`src/hdl/tc_pkg.sv`:
```
// Constants, register map, stream types and back pressure states of the port traffic controller.
package tc_pkg;
  localparam int CLK_MHZ = 200;
  localparam logic [7:0] IDX_CFG3 = 8'h03;
  localparam logic [7:0] IDX_CFG4 = 8'h04;
  localparam logic [7:0] IDX_STORM = 8'h06;
  localparam logic [7:0] IDX_PORT = 8'h08;
  localparam logic [7:0] IDX_STAT = 8'h09;
  localparam logic [7:0] IDX_DROPS = 8'h0A;
  localparam int AGGR_BIT = 0;
  localparam int NXDROP_BIT = 3;
  localparam int BP_BIT = 5;
  localparam int MC_INC_BIT = 8;
  localparam int STORM_EN_BIT = 0;
  localparam int SPD100_BIT = 1;
  localparam int FDX_BIT = 2;
  localparam int ST_BP_BIT = 0;
  localparam int ST_FC_BIT = 1;
  localparam int ST_CNT_LSB = 8;
  localparam logic [7:0] THR_RST = 8'h4A;
  localparam logic SPD100_RST = 1'b1;
  localparam logic FDX_RST = 1'b0;
  localparam int IV100_MS = 50;
  localparam int IV10_MS = 500;
  localparam int IV100_CYC = IV100_MS * CLK_MHZ * 1000;
  localparam int IV10_CYC = IV10_MS * CLK_MHZ * 1000;
  localparam int CARRIER_US = 50;
  localparam int CARRIER_CYC = CARRIER_US * CLK_MHZ;
  localparam int GAP_NS = 960;
  localparam int GAP_CYC_I = (GAP_NS * CLK_MHZ) / 1000;
  localparam logic [15:0] GAP_CYC = GAP_CYC_I[15:0];
  localparam logic [4:0] XCOL_LIMIT = 5'h10;
  localparam int FIFO_D = 16;
  typedef struct packed {
    logic [31:0] data;
    logic last;
    logic frame_err;
    logic fcs_err;
    logic align_err;
    logic len_err;
    logic pause;
    logic bcast;
    logic mcast;
    logic [2:0] dst_port;
  } rx_beat_s;
  typedef struct packed {
    logic [31:0] data;
    logic last;
  } fab_beat_s;
  localparam int FAB_W = $bits(fab_beat_s);
  typedef enum logic [1:0] {BP_OFF, BP_CARRIER, BP_GAP, BP_TX} bp_e;
endpackage : tc_pkg

```
`src/hdl/switch_port_traffic_control.sv`:
```
// Port traffic admission, back pressure and storm control with its FIFO.
`timescale 1ns/1ps

module tc_fifo #(
  parameter int WIDTH = 33,
  parameter int DEPTH = 16
) (
  // Clock and reset.
  input wire logic pclk,
  input wire logic presetn,
  // Fill side.
  input wire logic in_valid,
  input wire logic [WIDTH-1:0] in_data,
  output logic in_ready,
  // Drain side.
  output logic out_valid,
  output logic [WIDTH-1:0] out_data,
  input wire logic out_ready
);
  localparam int AW = $clog2(DEPTH);
  localparam logic [AW:0] FULL_CNT = DEPTH[AW:0];
  typedef struct packed {
    logic [AW-1:0] wr;
    logic [AW-1:0] rd;
    logic [AW:0] cnt;
  } fifo_s;
  fifo_s st_ff;
  fifo_s nxt_st;
  logic [WIDTH-1:0] mem [DEPTH];
  logic push;
  logic pop;

  assign in_ready = (st_ff.cnt != FULL_CNT);
  assign out_valid = (st_ff.cnt != '0);
  assign out_data = mem[st_ff.rd];
  assign push = in_valid & in_ready;
  assign pop = out_valid & out_ready;

  always_comb begin
    nxt_st = st_ff;
    if (push) begin
      nxt_st.wr = st_ff.wr + 1'b1;
    end
    if (pop) begin
      nxt_st.rd = st_ff.rd + 1'b1;
    end
    unique case ({push, pop})
      2'b10: nxt_st.cnt = st_ff.cnt + 1'b1;
      2'b01: nxt_st.cnt = st_ff.cnt - 1'b1;
      default: nxt_st.cnt = st_ff.cnt;
    endcase
  end

  always_ff @(posedge pclk or negedge presetn) begin
    if (!presetn) begin
      st_ff <= '0;
    end else begin
      st_ff <= nxt_st;
    end
  end

  // Memory words hold no control state and need no reset.
  always_ff @(posedge pclk) begin
    if (push) begin
      mem[st_ff.wr] <= in_data;
    end
  end
endmodule : tc_fifo

module switch_port_traffic_control #(
  parameter logic [31:0] IV100_CYCLES = 32'(tc_pkg::IV100_CYC),
  parameter logic [31:0] IV10_CYCLES = 32'(tc_pkg::IV10_CYC),
  parameter logic [31:0] CARRIER_CYCLES = 32'(tc_pkg::CARRIER_CYC)
) (
  // Clock and reset.
  input wire logic pclk,
  input wire logic presetn,
  // APB register slave.
  input wire logic [11:0] paddr,
  input wire logic psel,
  input wire logic penable,
  input wire logic pwrite,
  input wire logic [31:0] pwdata,
  output logic [31:0] prdata,
  output logic pready,
  output logic pslverr,
  // Port identity.
  input wire logic [2:0] port_id,
  // Receive stream from the MAC.
  input wire logic rx_valid,
  input wire tc_pkg::rx_beat_s rx_beat,
  output logic rx_ready,
  // Forwarded stream to the fabric.
  output logic fab_valid,
  output tc_pkg::fab_beat_s fab_beat,
  input wire logic fab_ready,
  // Fabric resources and flow control.
  input wire logic res_busy,
  output logic rx_pause,
  output logic xoff_req,
  output logic xon_req,
  // Transmit side of the port.
  input wire logic tx_q_nempty,
  input wire logic tx_col,
  input wire logic tx_done,
  output logic crs_preamble,
  output logic tx_grant,
  output logic skip_backoff,
  output logic aggr_backoff,
  output logic xcol_drop
);
  import tc_pkg::*;

  typedef struct packed {
    logic aggr;
    logic nxdrop;
    logic bp_en;
    logic mc_inc;
    logic storm_en;
    logic spd100;
    logic fdx;
    logic [7:0] thr;
    logic in_frame;
    logic drop_cur;
    logic fc_on;
    bp_e bp;
    logic [15:0] bp_cnt;
    logic [4:0] col_cnt;
    logic [31:0] iv_cnt;
    logic [7:0] storm_cnt;
    logic [15:0] drop_cnt;
    logic [31:0] rdata;
    logic rerr;
    logic xoff;
    logic xon;
    logic pause_p;
    logic xcol;
  } tc_s;

  tc_s st_ff;
  tc_s nxt_st;
  logic sop;
  logic err_frame;
  logic local_frame;
  logic counted;
  logic storm_drop;
  logic sop_drop;
  logic drop_now;
  logic f_in_ready;
  logic f_in_valid;
  logic f_out_valid;
  logic [FAB_W-1:0] f_out_data;
  logic bp_req;
  logic iv_end;
  logic [31:0] iv_len;

  function automatic logic reg_hit(input logic [11:0] a, input logic [7:0] idx);
    reg_hit = (a[11:2] == {2'b00, idx}) && (a[1:0] == 2'b00);
  endfunction : reg_hit

  // Error frame check.
  // error frame detect
  assign err_frame = rx_beat.frame_err | rx_beat.fcs_err | rx_beat.align_err | rx_beat.len_err;
  assign local_frame = (rx_beat.dst_port == port_id);
  assign counted = rx_beat.bcast | (st_ff.mc_inc & rx_beat.mcast);
  assign storm_drop = st_ff.storm_en & counted & (st_ff.storm_cnt >= st_ff.thr);
  assign sop_drop = err_frame | rx_beat.pause | local_frame | storm_drop;
  assign sop = rx_valid & ~st_ff.in_frame;
  assign drop_now = st_ff.in_frame ? st_ff.drop_cur : sop_drop;
  assign f_in_valid = rx_valid & ~drop_now;
  assign rx_ready = drop_now | f_in_ready;

  assign bp_req = st_ff.fc_on & st_ff.bp_en & ~st_ff.fdx;
  assign iv_len = st_ff.spd100 ? IV100_CYCLES : IV10_CYCLES;
  assign iv_end = (st_ff.iv_cnt >= iv_len - 32'h00000001);

  tc_fifo #(
    .WIDTH(FAB_W),
    .DEPTH(FIFO_D)
  ) u_fifo (
    .pclk(pclk),
    .presetn(presetn),
    .in_valid(f_in_valid),
    .in_data({rx_beat.data, rx_beat.last}),
    .in_ready(f_in_ready),
    .out_valid(f_out_valid),
    .out_data(f_out_data),
    .out_ready(fab_ready)
  );

  always_comb begin
    nxt_st = st_ff;
    nxt_st.xoff = 1'b0;
    nxt_st.xon = 1'b0;
    nxt_st.pause_p = 1'b0;
    nxt_st.xcol = 1'b0;

    // APB read data and error are captured in the setup phase.
    if (psel && !penable) begin
      nxt_st.rerr = 1'b0;
      nxt_st.rdata = 32'h00000000;
      if (reg_hit(paddr, IDX_CFG3)) begin
        nxt_st.rdata[AGGR_BIT] = st_ff.aggr;
      end else if (reg_hit(paddr, IDX_CFG4)) begin
        nxt_st.rdata[NXDROP_BIT] = st_ff.nxdrop;
        nxt_st.rdata[BP_BIT] = st_ff.bp_en;
      end else if (reg_hit(paddr, IDX_STORM)) begin
        nxt_st.rdata[7:0] = st_ff.thr;
        nxt_st.rdata[MC_INC_BIT] = st_ff.mc_inc;
      end else if (reg_hit(paddr, IDX_PORT)) begin
        nxt_st.rdata[STORM_EN_BIT] = st_ff.storm_en;
        nxt_st.rdata[SPD100_BIT] = st_ff.spd100;
        nxt_st.rdata[FDX_BIT] = st_ff.fdx;
      end else if (reg_hit(paddr, IDX_STAT)) begin
        nxt_st.rdata[ST_BP_BIT] = (st_ff.bp == BP_CARRIER) | (st_ff.bp == BP_GAP);
        nxt_st.rdata[ST_FC_BIT] = st_ff.fc_on;
        nxt_st.rdata[ST_CNT_LSB +: 8] = st_ff.storm_cnt;
      end else if (reg_hit(paddr, IDX_DROPS)) begin
        nxt_st.rdata[15:0] = st_ff.drop_cnt;
      end else begin
        nxt_st.rerr = 1'b1;
      end
    end

    // Writes take effect at the access-phase edge.
    if (psel && penable && pwrite) begin
      if (reg_hit(paddr, IDX_CFG3)) begin
        nxt_st.aggr = pwdata[AGGR_BIT];
      end
      if (reg_hit(paddr, IDX_CFG4)) begin
        nxt_st.nxdrop = pwdata[NXDROP_BIT];
        nxt_st.bp_en = pwdata[BP_BIT];
      end
      if (reg_hit(paddr, IDX_STORM)) begin
        nxt_st.thr = pwdata[7:0];
        nxt_st.mc_inc = pwdata[MC_INC_BIT];
      end
      if (reg_hit(paddr, IDX_PORT)) begin
        nxt_st.storm_en = pwdata[STORM_EN_BIT];
        nxt_st.spd100 = pwdata[SPD100_BIT];
        nxt_st.fdx = pwdata[FDX_BIT];
      end
    end

    // Frame tracking; the drop decision at the first beat holds to the last.
    if (rx_valid && rx_ready) begin
      nxt_st.in_frame = ~rx_beat.last;
      if (sop) begin
        nxt_st.drop_cur = sop_drop;
        if (sop_drop) begin
          nxt_st.drop_cnt = st_ff.drop_cnt + 16'h0001;
        end
        nxt_st.pause_p = rx_beat.pause & ~err_frame;
      end
    end

    if (rx_valid && rx_ready && sop && !sop_drop && res_busy) begin
      nxt_st.fc_on = 1'b1;
      nxt_st.xoff = st_ff.fdx & ~st_ff.fc_on;
    end else if (st_ff.fc_on && !res_busy) begin
      nxt_st.fc_on = 1'b0;
      nxt_st.xon = st_ff.fdx;
    end

    if (iv_end) begin
      nxt_st.iv_cnt = 32'h00000000;
      nxt_st.storm_cnt = 8'h00;
    end else begin
      nxt_st.iv_cnt = st_ff.iv_cnt + 32'h00000001;
    end
    // A frame counted in the clearing cycle belongs to the new interval.
    if (rx_valid && rx_ready && sop && counted) begin
      if (iv_end) begin
        nxt_st.storm_cnt = 8'h01;
      end else if (st_ff.storm_cnt != 8'hFF) begin
        nxt_st.storm_cnt = st_ff.storm_cnt + 8'h01;
      end
    end

    // Carrier-sense back pressure sequencer.
    unique case (st_ff.bp)
      BP_OFF: begin
        nxt_st.bp_cnt = 16'h0000;
        if (bp_req) begin
          nxt_st.bp = tx_q_nempty ? BP_TX : BP_CARRIER;
        end
      end
      BP_CARRIER: begin
        if (!bp_req) begin
          nxt_st.bp = BP_OFF;
        end else if (tx_q_nempty) begin
          nxt_st.bp = BP_TX;
        end else if (tx_col) begin
          nxt_st.bp_cnt = 16'h0000;
        end else if ({16'h0000, st_ff.bp_cnt} >= CARRIER_CYCLES - 32'h00000001) begin
          nxt_st.bp = BP_GAP;
          nxt_st.bp_cnt = 16'h0000;
        end else begin
          nxt_st.bp_cnt = st_ff.bp_cnt + 16'h0001;
        end
      end
      BP_GAP: begin
        if (!bp_req) begin
          nxt_st.bp = BP_OFF;
        end else if (tx_q_nempty) begin
          nxt_st.bp = BP_TX;
        end else if (tx_col || (st_ff.bp_cnt >= GAP_CYC - 16'h0001)) begin
          nxt_st.bp = BP_CARRIER;
          nxt_st.bp_cnt = 16'h0000;
        end else begin
          nxt_st.bp_cnt = st_ff.bp_cnt + 16'h0001;
        end
      end
      BP_TX: begin
        nxt_st.bp_cnt = 16'h0000;
        if (!tx_q_nempty) begin
          nxt_st.bp = bp_req ? BP_CARRIER : BP_OFF;
        end
      end
    endcase

    if (tx_done) begin
      nxt_st.col_cnt = 5'h00;
    end else if (tx_col && (st_ff.bp == BP_OFF || st_ff.bp == BP_TX)) begin
      if (st_ff.col_cnt + 5'h01 >= XCOL_LIMIT) begin
        nxt_st.col_cnt = 5'h00;
        nxt_st.xcol = ~st_ff.nxdrop;
      end else begin
        nxt_st.col_cnt = st_ff.col_cnt + 5'h01;
      end
    end
  end

  always_ff @(posedge pclk or negedge presetn) begin
    if (!presetn) begin
      st_ff <= '0;
      st_ff.aggr <= 1'b0;
      st_ff.nxdrop <= 1'b0;
      st_ff.bp_en <= 1'b0;
      st_ff.thr <= THR_RST;
      st_ff.spd100 <= SPD100_RST;
      st_ff.fdx <= FDX_RST;
      st_ff.bp <= BP_OFF;
    end else begin
      st_ff <= nxt_st;
    end
  end

  assign prdata = st_ff.rdata;
  assign pready = psel & penable;
  assign pslverr = psel & penable & st_ff.rerr;
  assign fab_valid = f_out_valid;
  assign fab_beat = f_out_data;
  assign rx_pause = st_ff.pause_p;
  assign xoff_req = st_ff.xoff;
  assign xon_req = st_ff.xon;
  assign crs_preamble = (st_ff.bp == BP_CARRIER);
  assign tx_grant = (st_ff.bp == BP_OFF) | (st_ff.bp == BP_TX);
  assign skip_backoff = bp_req;
  assign aggr_backoff = st_ff.aggr;
  assign xcol_drop = st_ff.xcol;
endmodule : switch_port_traffic_control

```
`config.mk`:
```
export PLATFORM = sky130hd
export DESIGN_NAME = switch_port_traffic_control
export DESIGN_NICKNAME = d
export VERILOG_FILES = /design/src/hdl/tc_pkg.sv /design/src/hdl/switch_port_traffic_control.sv
export SDC_FILE = /design/constraint.sdc
export NUM_CORES = 1
export LEC_CHECK = 0
export BUFFER_PORTS_ARGS = -buffer_cell sky130_fd_sc_hd__buf_2
export CAP_MARGIN = 20
export CORE_UTILIZATION = 31
export DETAILED_ROUTE_END_ITERATION = 12
export HOLD_SLACK_MARGIN = 0.05
export PLACE_DENSITY = 0.49
export SYNTH_ARGS = -nofsm -noshare
export SYNTH_HDL_FRONTEND = slang
export SYNTH_SLANG_ARGS = --single-unit
```
`constraint.sdc`:
```
create_clock -name pclk -period 5.2 [get_ports pclk]
set_clock_uncertainty 0.2 [all_clocks]
set_input_delay 0.52 -clock pclk [delete_from_list [all_inputs] [get_ports pclk]]
set_output_delay 0.52 -clock pclk [all_outputs]
set_load 0.1 [all_outputs]
```
Word level (Yosys, flattened, before mapping)
Memory sizes are Yosys's and may differ from the RTL's.
Cells that the tools add are included.
Operators by class
  $add $sub $neg: 10
  magnitude comparators: 5
  equality and inequality tests: 23
  muxes and demuxes: 73
  bitwise logic cells: 30
  reductions and logical operators: 35
Operators by type and width (number)
  2-to-1 mux 16 bit: 14
  one-hot mux 18 bit (4 select lines): 1
  2-to-1 mux 8 bit: 5
  2-to-1 mux 6 bit: 6
  adder 16 x 1 -> 16 bit, second input constant: 2
  adder 32 x 1 -> 32 bit, second input constant: 1
  >= comparator 32 bit: 1
  2-to-1 mux 32 bit: 1
  == test 10 x 4 -> 1 bit, second input constant: 3
  subtractor 27 x 1 -> 28 bit, second input constant: 1
  2-to-1 mux 27 bit: 1
  2-to-1 mux 1 bit: 23
  2-to-1 mux 2 bit: 11
  == test 10 x 3 -> 1 bit, second input constant: 2
  >= comparator 16 x 14 -> 1 bit, second input constant: 1
  >= comparator 16 x 8 -> 1 bit, second input constant: 1
  logical AND 1 bit: 16
  2-to-1 mux 15 bit: 1
  2-to-1 mux 5 bit: 3
  bitwise AND 1 bit: 13
  2-to-1 mux 13 bit: 1
  adder 5 x 1 -> 5 bit, second input constant: 2
  == test 10 x 2 -> 1 bit, second input constant: 1
  2-to-1 mux 10 bit: 1
  30 further kinds: 64
Word-level totals
  register bits after elaboration: 131
  bits in writable memories: 528
  input port bits: 101
  word-level logic and storage cells: 203
  memories: 1
Memories
  u_fifo.mem: words 16, width 33, rd ports 1, clocked after Yosys merged registers in 0, write ports 1, line switch_port_traffic_control.sv:29  | logic [WIDTH-1:0] mem [DEPTH];

Logic depth before layout (Yosys ltp)
  word-level depth: 19
  mapped depth: 16

Modules after synthesis
Synthesis repeated with hierarchy kept, for this count alone.
Unflattened totals
  cells, all modules: 1717
  area, all modules: 28031.9 µm²
By module, submodules not included
  tc_fifo: times used 1, cells an instance 1038, area each 21368.0 µm²
  switch_port_traffic_control: times used 1, cells an instance 679, area each 6663.9 µm²

Worst setup path after synthesis
No wires, ideal clock.
  kind: input-to-reg
  from: in rx_beat[8] (netlist bit)
  to: mem u_fifo.mem[3][0] (enable)
  arrival time: 5.012 ns
  slack: -0.518 ns
  stages on the path: 6
  buffers on the path: 0
  cells stage by stage: or4_4 > a311oi_4 > and3_1 > a21o_4 > inv_2 > nor4_1
On the way
  longest elaborated chain between the ends: 12
Ends and longest elaborated chain
  start: declaration: line switch_port_traffic_control.sv:91  | input wire tc_pkg::rx_beat_s rx_beat,
  bitwise OR 1 bit (3 in series): line switch_port_traffic_control.sv:163  | assign err_frame = rx_beat.frame_err | rx_beat.fcs_err | rx_beat.align_err | rx_beat.len_err;
  bitwise OR 1 bit (3 in series): line switch_port_traffic_control.sv:167  | assign sop_drop = err_frame | rx_beat.pause | local_frame | storm_drop;
  2-to-1 mux 1 bit: line switch_port_traffic_control.sv:169  | assign drop_now = st_ff.in_frame ? st_ff.drop_cur : sop_drop;
  inverter 1 bit: line switch_port_traffic_control.sv:170  | assign f_in_valid = rx_valid & ~drop_now;
  bitwise AND 1 bit: line switch_port_traffic_control.sv:170
  bitwise AND 1 bit: line switch_port_traffic_control.sv:36  | assign push = in_valid & in_ready;
  2-to-1 mux 1 bit: line switch_port_traffic_control.sv:64  | if (push) begin
  2-to-1 mux 1 bit (not written as such): line switch_port_traffic_control.sv:65  | mem[st_ff.wr] <= in_data;
  end: declaration: line switch_port_traffic_control.sv:29
Every way passes these cells.

Final worst setup path
  from: reg st_ff[125] (netlist bit)
  to: out rx_ready
On the way
  longest elaborated chain between the ends: 5
Ends and longest elaborated chain
  start: declaration: line switch_port_traffic_control.sv:140  | tc_s st_ff;
  start signal: assignment: line switch_port_traffic_control.sv:345  | st_ff <= nxt_st;
  >= comparator 8 bit: line switch_port_traffic_control.sv:166  | assign storm_drop = st_ff.storm_en & counted & (st_ff.storm_cnt >= st_ff.thr);
  bitwise AND 1 bit: line switch_port_traffic_control.sv:166
  bitwise OR 1 bit: line switch_port_traffic_control.sv:167
  2-to-1 mux 1 bit: line switch_port_traffic_control.sv:169
  bitwise OR 1 bit: line switch_port_traffic_control.sv:171  | assign rx_ready = drop_now | f_in_ready;
  end: declaration: line switch_port_traffic_control.sv:92  | output logic rx_ready,
Every way passes these cells.

==> results.toml <==
[die]
die-area_um2 = 89300
dieWidth_um = 299
fp-row-count = 108
initial_core_util_pct = 31.4
die_height_um = 299
pin_count = 178
core-area_um2 = 87000

[timing]
finalMaxSlewViolations = 0
finalCritPeriodShare_pct = 81.7
period_needed_ns = 4.25
fmaxAchievable_mhz = 235
relSlewSlack_pct = 32.1
rsz0062_at_grt = "false"
tightest_slew_ns = 1.02
worst_slack_ns = 0.951
finalHoldViolCount = 0
setup_viol = 0

[min_path]
hold_end = "u_fifo.mem[4][17]"
hold_class = "in2reg"
whs_path_depth = 1
min_from = "rx_beat[27]"

[grt]
grt_util_all_layers_pct = 14.3
overflow = 0
grt_pass1_wl_um = 95900
grt_use_met2_pct = 24.3
antenna_found_initial = 2
grt_pass1_vias = 15200
grt_max_degree = 92
busiest_layer = "met2"
gr-usage-met1_pct = 18.5
met3_usage_pct = 2.69

[pwr]
ir_worst_vdd_mv = 0.513
power_frac_seq_pct = 37.4
switching_share_pct = 36.8
p_comb_share_pct = 32.5
p_per_area_nw_per_um2 = 523
power_frac_clock_pct = 30.2
p_leak_nw = 11.1
p_total_w = 0.0169
internal-power_w = 0.0107
switchingPower_w = 0.00622

[drt]
dr.first_iter.drc_count = 943
via_count = 14500
ant_nets = 0
routed_via_density = 4.89
drc_errors = 0
wl_per_cell_um = 21.4
first_pass_iters = 5
wl_um = 63500

[layout]
fillers = 8130
fin_area_um2 = 32300
synthToLayoutAreaGrowth_pct = 18.1
nNetsFinal = 1890
final_cells = 2965
layout-drive-gt1-share_pct = 28.1

[synth]
avgSynthCellArea_um2 = 17.8
synth_cells = 1531
netlist_area_um2 = 27300
synth_edf_count = 528
async_reset_ff_share_pct = 19.9
synth_seq_area_share_pct = 70.0
synth_cell_type_count = 80
synth_seq_cells = 659
synth_flop_cell = "edfxtp_1"
yosysWarnings = 0

[setup_path]
cp_max_fo = 19
crit_path_end_kind = "output pin"
setup.worst_path.class = "reg2out"
r2r_slack_ns = 1.31
startpoint_type = "register"
rr_worst_depth = 16
rr_startpoint = "st_ff[53]"
crit_arrival_ns = 3.53
reg2reg_to = "u_fifo.st_ff[4]"
cp_data_required_time_ns = 4.48

[clocking]
cts_tree = "yes"
cts_hold_buf = 35
htreeDepth = 3
worst_skew_pair.late_latency_ns = 0.63
path_clk_slew_ns = 0.05
cts_buffers = 75
ctsResizeCount = 0
clockRootBuffer = "clkbuf_16"
cts.sinks = 659
clockBufferDepth = 3
post_cts_buffers = 0

[placed_design]
postPlaceCellArea_um2 = 29500
dp.cells = 2791
port_buffers = 138
pre_cts_slack_ns = 1.26
gp_congestion = 0.789
hpwlAfterDp_um = 37600

[run_status]
status = "complete, no violations"

[job]
drv_cap = 0
-- per-stage QoR --
stage / utilization, % / TNS [ns] / hold slack (ns)
after floorplan: - / -136.65 / 0.0244
after global placement: 33.9 / 0 / 0.261
after detailed placement: 33.9 / 0 / 0.262
after CTS: 37.1 / 0 / 0.0507
after global routing: 37.1 / 0 / 0.0693
final: 37.1 / 0 / 0.0893
-- worst max-delay path, stage by stage, from the launching register on --
cell and delay [ns]:
dfstp_2 0.52, inv_1 0.06, ha_1 0.27, nand2_1 0.06, o21ai_0 0.23, a32oi_1 0.17
o21ai_2 0.72, nor2_1 0.08, o21bai_1 0.29, buf_2 0.49
-- kinds of logic after synthesis --
family,synth area share (%)
mux,14.4
compound gates,3.65
other cells,0.0137
fa+ha+maj,1.90
xor+xnor,1.76
flops,70.0
buf+inv,2.36
simple gates,5.89
-- metal layers --
metal | share of wire, % | vias to the layer above
met5 | 0.014 | -
met4 | 2.4 | 2
met3 | 4.3 | 104
met2 | 50 | 289
met1 | 43 | 7598
li1 | - | 6495
-- flip-flops by register name, summed over array words and instances (netlist names) --
register      count
st_ff            97
u_fifo.mem      528
u_fifo.st_ff     13
rx_pause          1
xoff_req          1
prdata           16
xon_req           1
aggr_backoff      1
xcol_drop         1
-- synth_stat cells (7+ instances only) --
| cell type | number | area share (%) |
|---|---|---|
| nand4_1 | 16 | 0.37 |
| nand2_1 | 71 | 0.98 |
| inv_1 | 40 | 0.55 |
| edfxtp_1 | 528 | 58 |
| xnor2_1 | 32 | 1.0 |
| buf_2 | 17 | 0.31 |
| mux2_2 | 9 | 0.37 |
| clkbuf_1 | 34 | 0.47 |
| and3_1 | 16 | 0.37 |
| nor3_1 | 9 | 0.16 |
| or3_1 | 7 | 0.16 |
| nor2_1 | 71 | 0.98 |
| a21oi_1 | 36 | 0.66 |
| nand2b_1 | 9 | 0.21 |
| mux4_2 | 165 | 14 |
| dfrtp_1 | 127 | 12 |
| xor2_1 | 23 | 0.74 |
| o21ai_0 | 43 | 0.79 |
| ha_1 | 40 | 1.8 |
| buf_4 | 32 | 0.88 |
| o31ai_1 | 11 | 0.30 |
| nor4_1 | 18 | 0.41 |
| buf_1 | 7 | 0.096 |
| mux2i_1 | 11 | 0.40 |
| and2_1 | 9 | 0.21 |
| nand3_1 | 44 | 0.81 |
-- layout by cell type, fill, tap and decap left out, types with 7 or more instances in the layout --
cell / Yosys / final
dlygate4sd3_1: 0 / 35
ha_1: 40 / 40
mux2i_1: 11 / 11
mux4_2: 165 / 165
nand2b_1: 9 / 9
a21oi_1: 36 / 36
buf_2: 17 / 137
nor4_2: 4 / 12
nor2_1: 71 / 67
o31ai_1: 11 / 11
nand2_1: 71 / 71
conb_1: 1 / 20
clkbuf_1: 34 / 16
mux2_2: 9 / 9
nand4_1: 16 / 16
or3_1: 7 / 7
clkbuf_16: 0 / 77
xnor2_1: 32 / 32
buf_4: 32 / 31
clkinv_1: 0 / 18
clkinv_2: 0 / 15
nor3_1: 9 / 9
nor4_1: 18 / 10
buf_12: 0 / 8
inv_1: 40 / 40
o21ai_0: 43 / 43
dfrtp_1: 127 / 123
xor2_1: 23 / 23
nand3_1: 44 / 44
and3_1: 16 / 16
edfxtp_1: 528 / 528
-- power groups by stage --
stage	Clock, W	Combinational, W	Sequential, W
6_report	0.00509	0.00548	0.00630
5_1_grt	0.00542	0.00581	0.00635
4_1_cts	0.00525	0.00562	0.00632
3_5_place_dp	0	0.00558	0.00643
3_3_place_gp	0	0.00556	0.00642
2_1_floorplan	0	0.00469	0.00609
-- worst max-delay path by stage --
stage / end / startpoint / slack (ns)
finish: rx_ready / st_ff[125] / 0.95
global route: rx_ready / st_ff[125] / 0.77
CTS: rx_ready / st_ff[125] / 0.87
detailed placement: u_fifo.mem[12][8] / rx_beat[8] / 1.26
global placement: u_fifo.mem[12][8] / rx_beat[8] / 1.29
floorplan: u_fifo.mem[3][0] / rx_beat[8] / -0.52
-- cell type report --
class / count / area, µm² / share of cell area, %
Clock inverter: 45 / 395 / 1.22
Clock buffer: 93 / 1990 / 6.16
Sequential cell: 659 / 19100 / 59.3
Antenna cell: 1 / 2.50 / 0.00775
Tap cell: 1155 / 1450 / 4.48
Multi-Input combinational cell: 759 / 7700 / 23.9
Inverter: 41 / 154 / 0.477
Timing Repair Buffer: 212 / 1440 / 4.46
(Power assumes the default switching activity.)
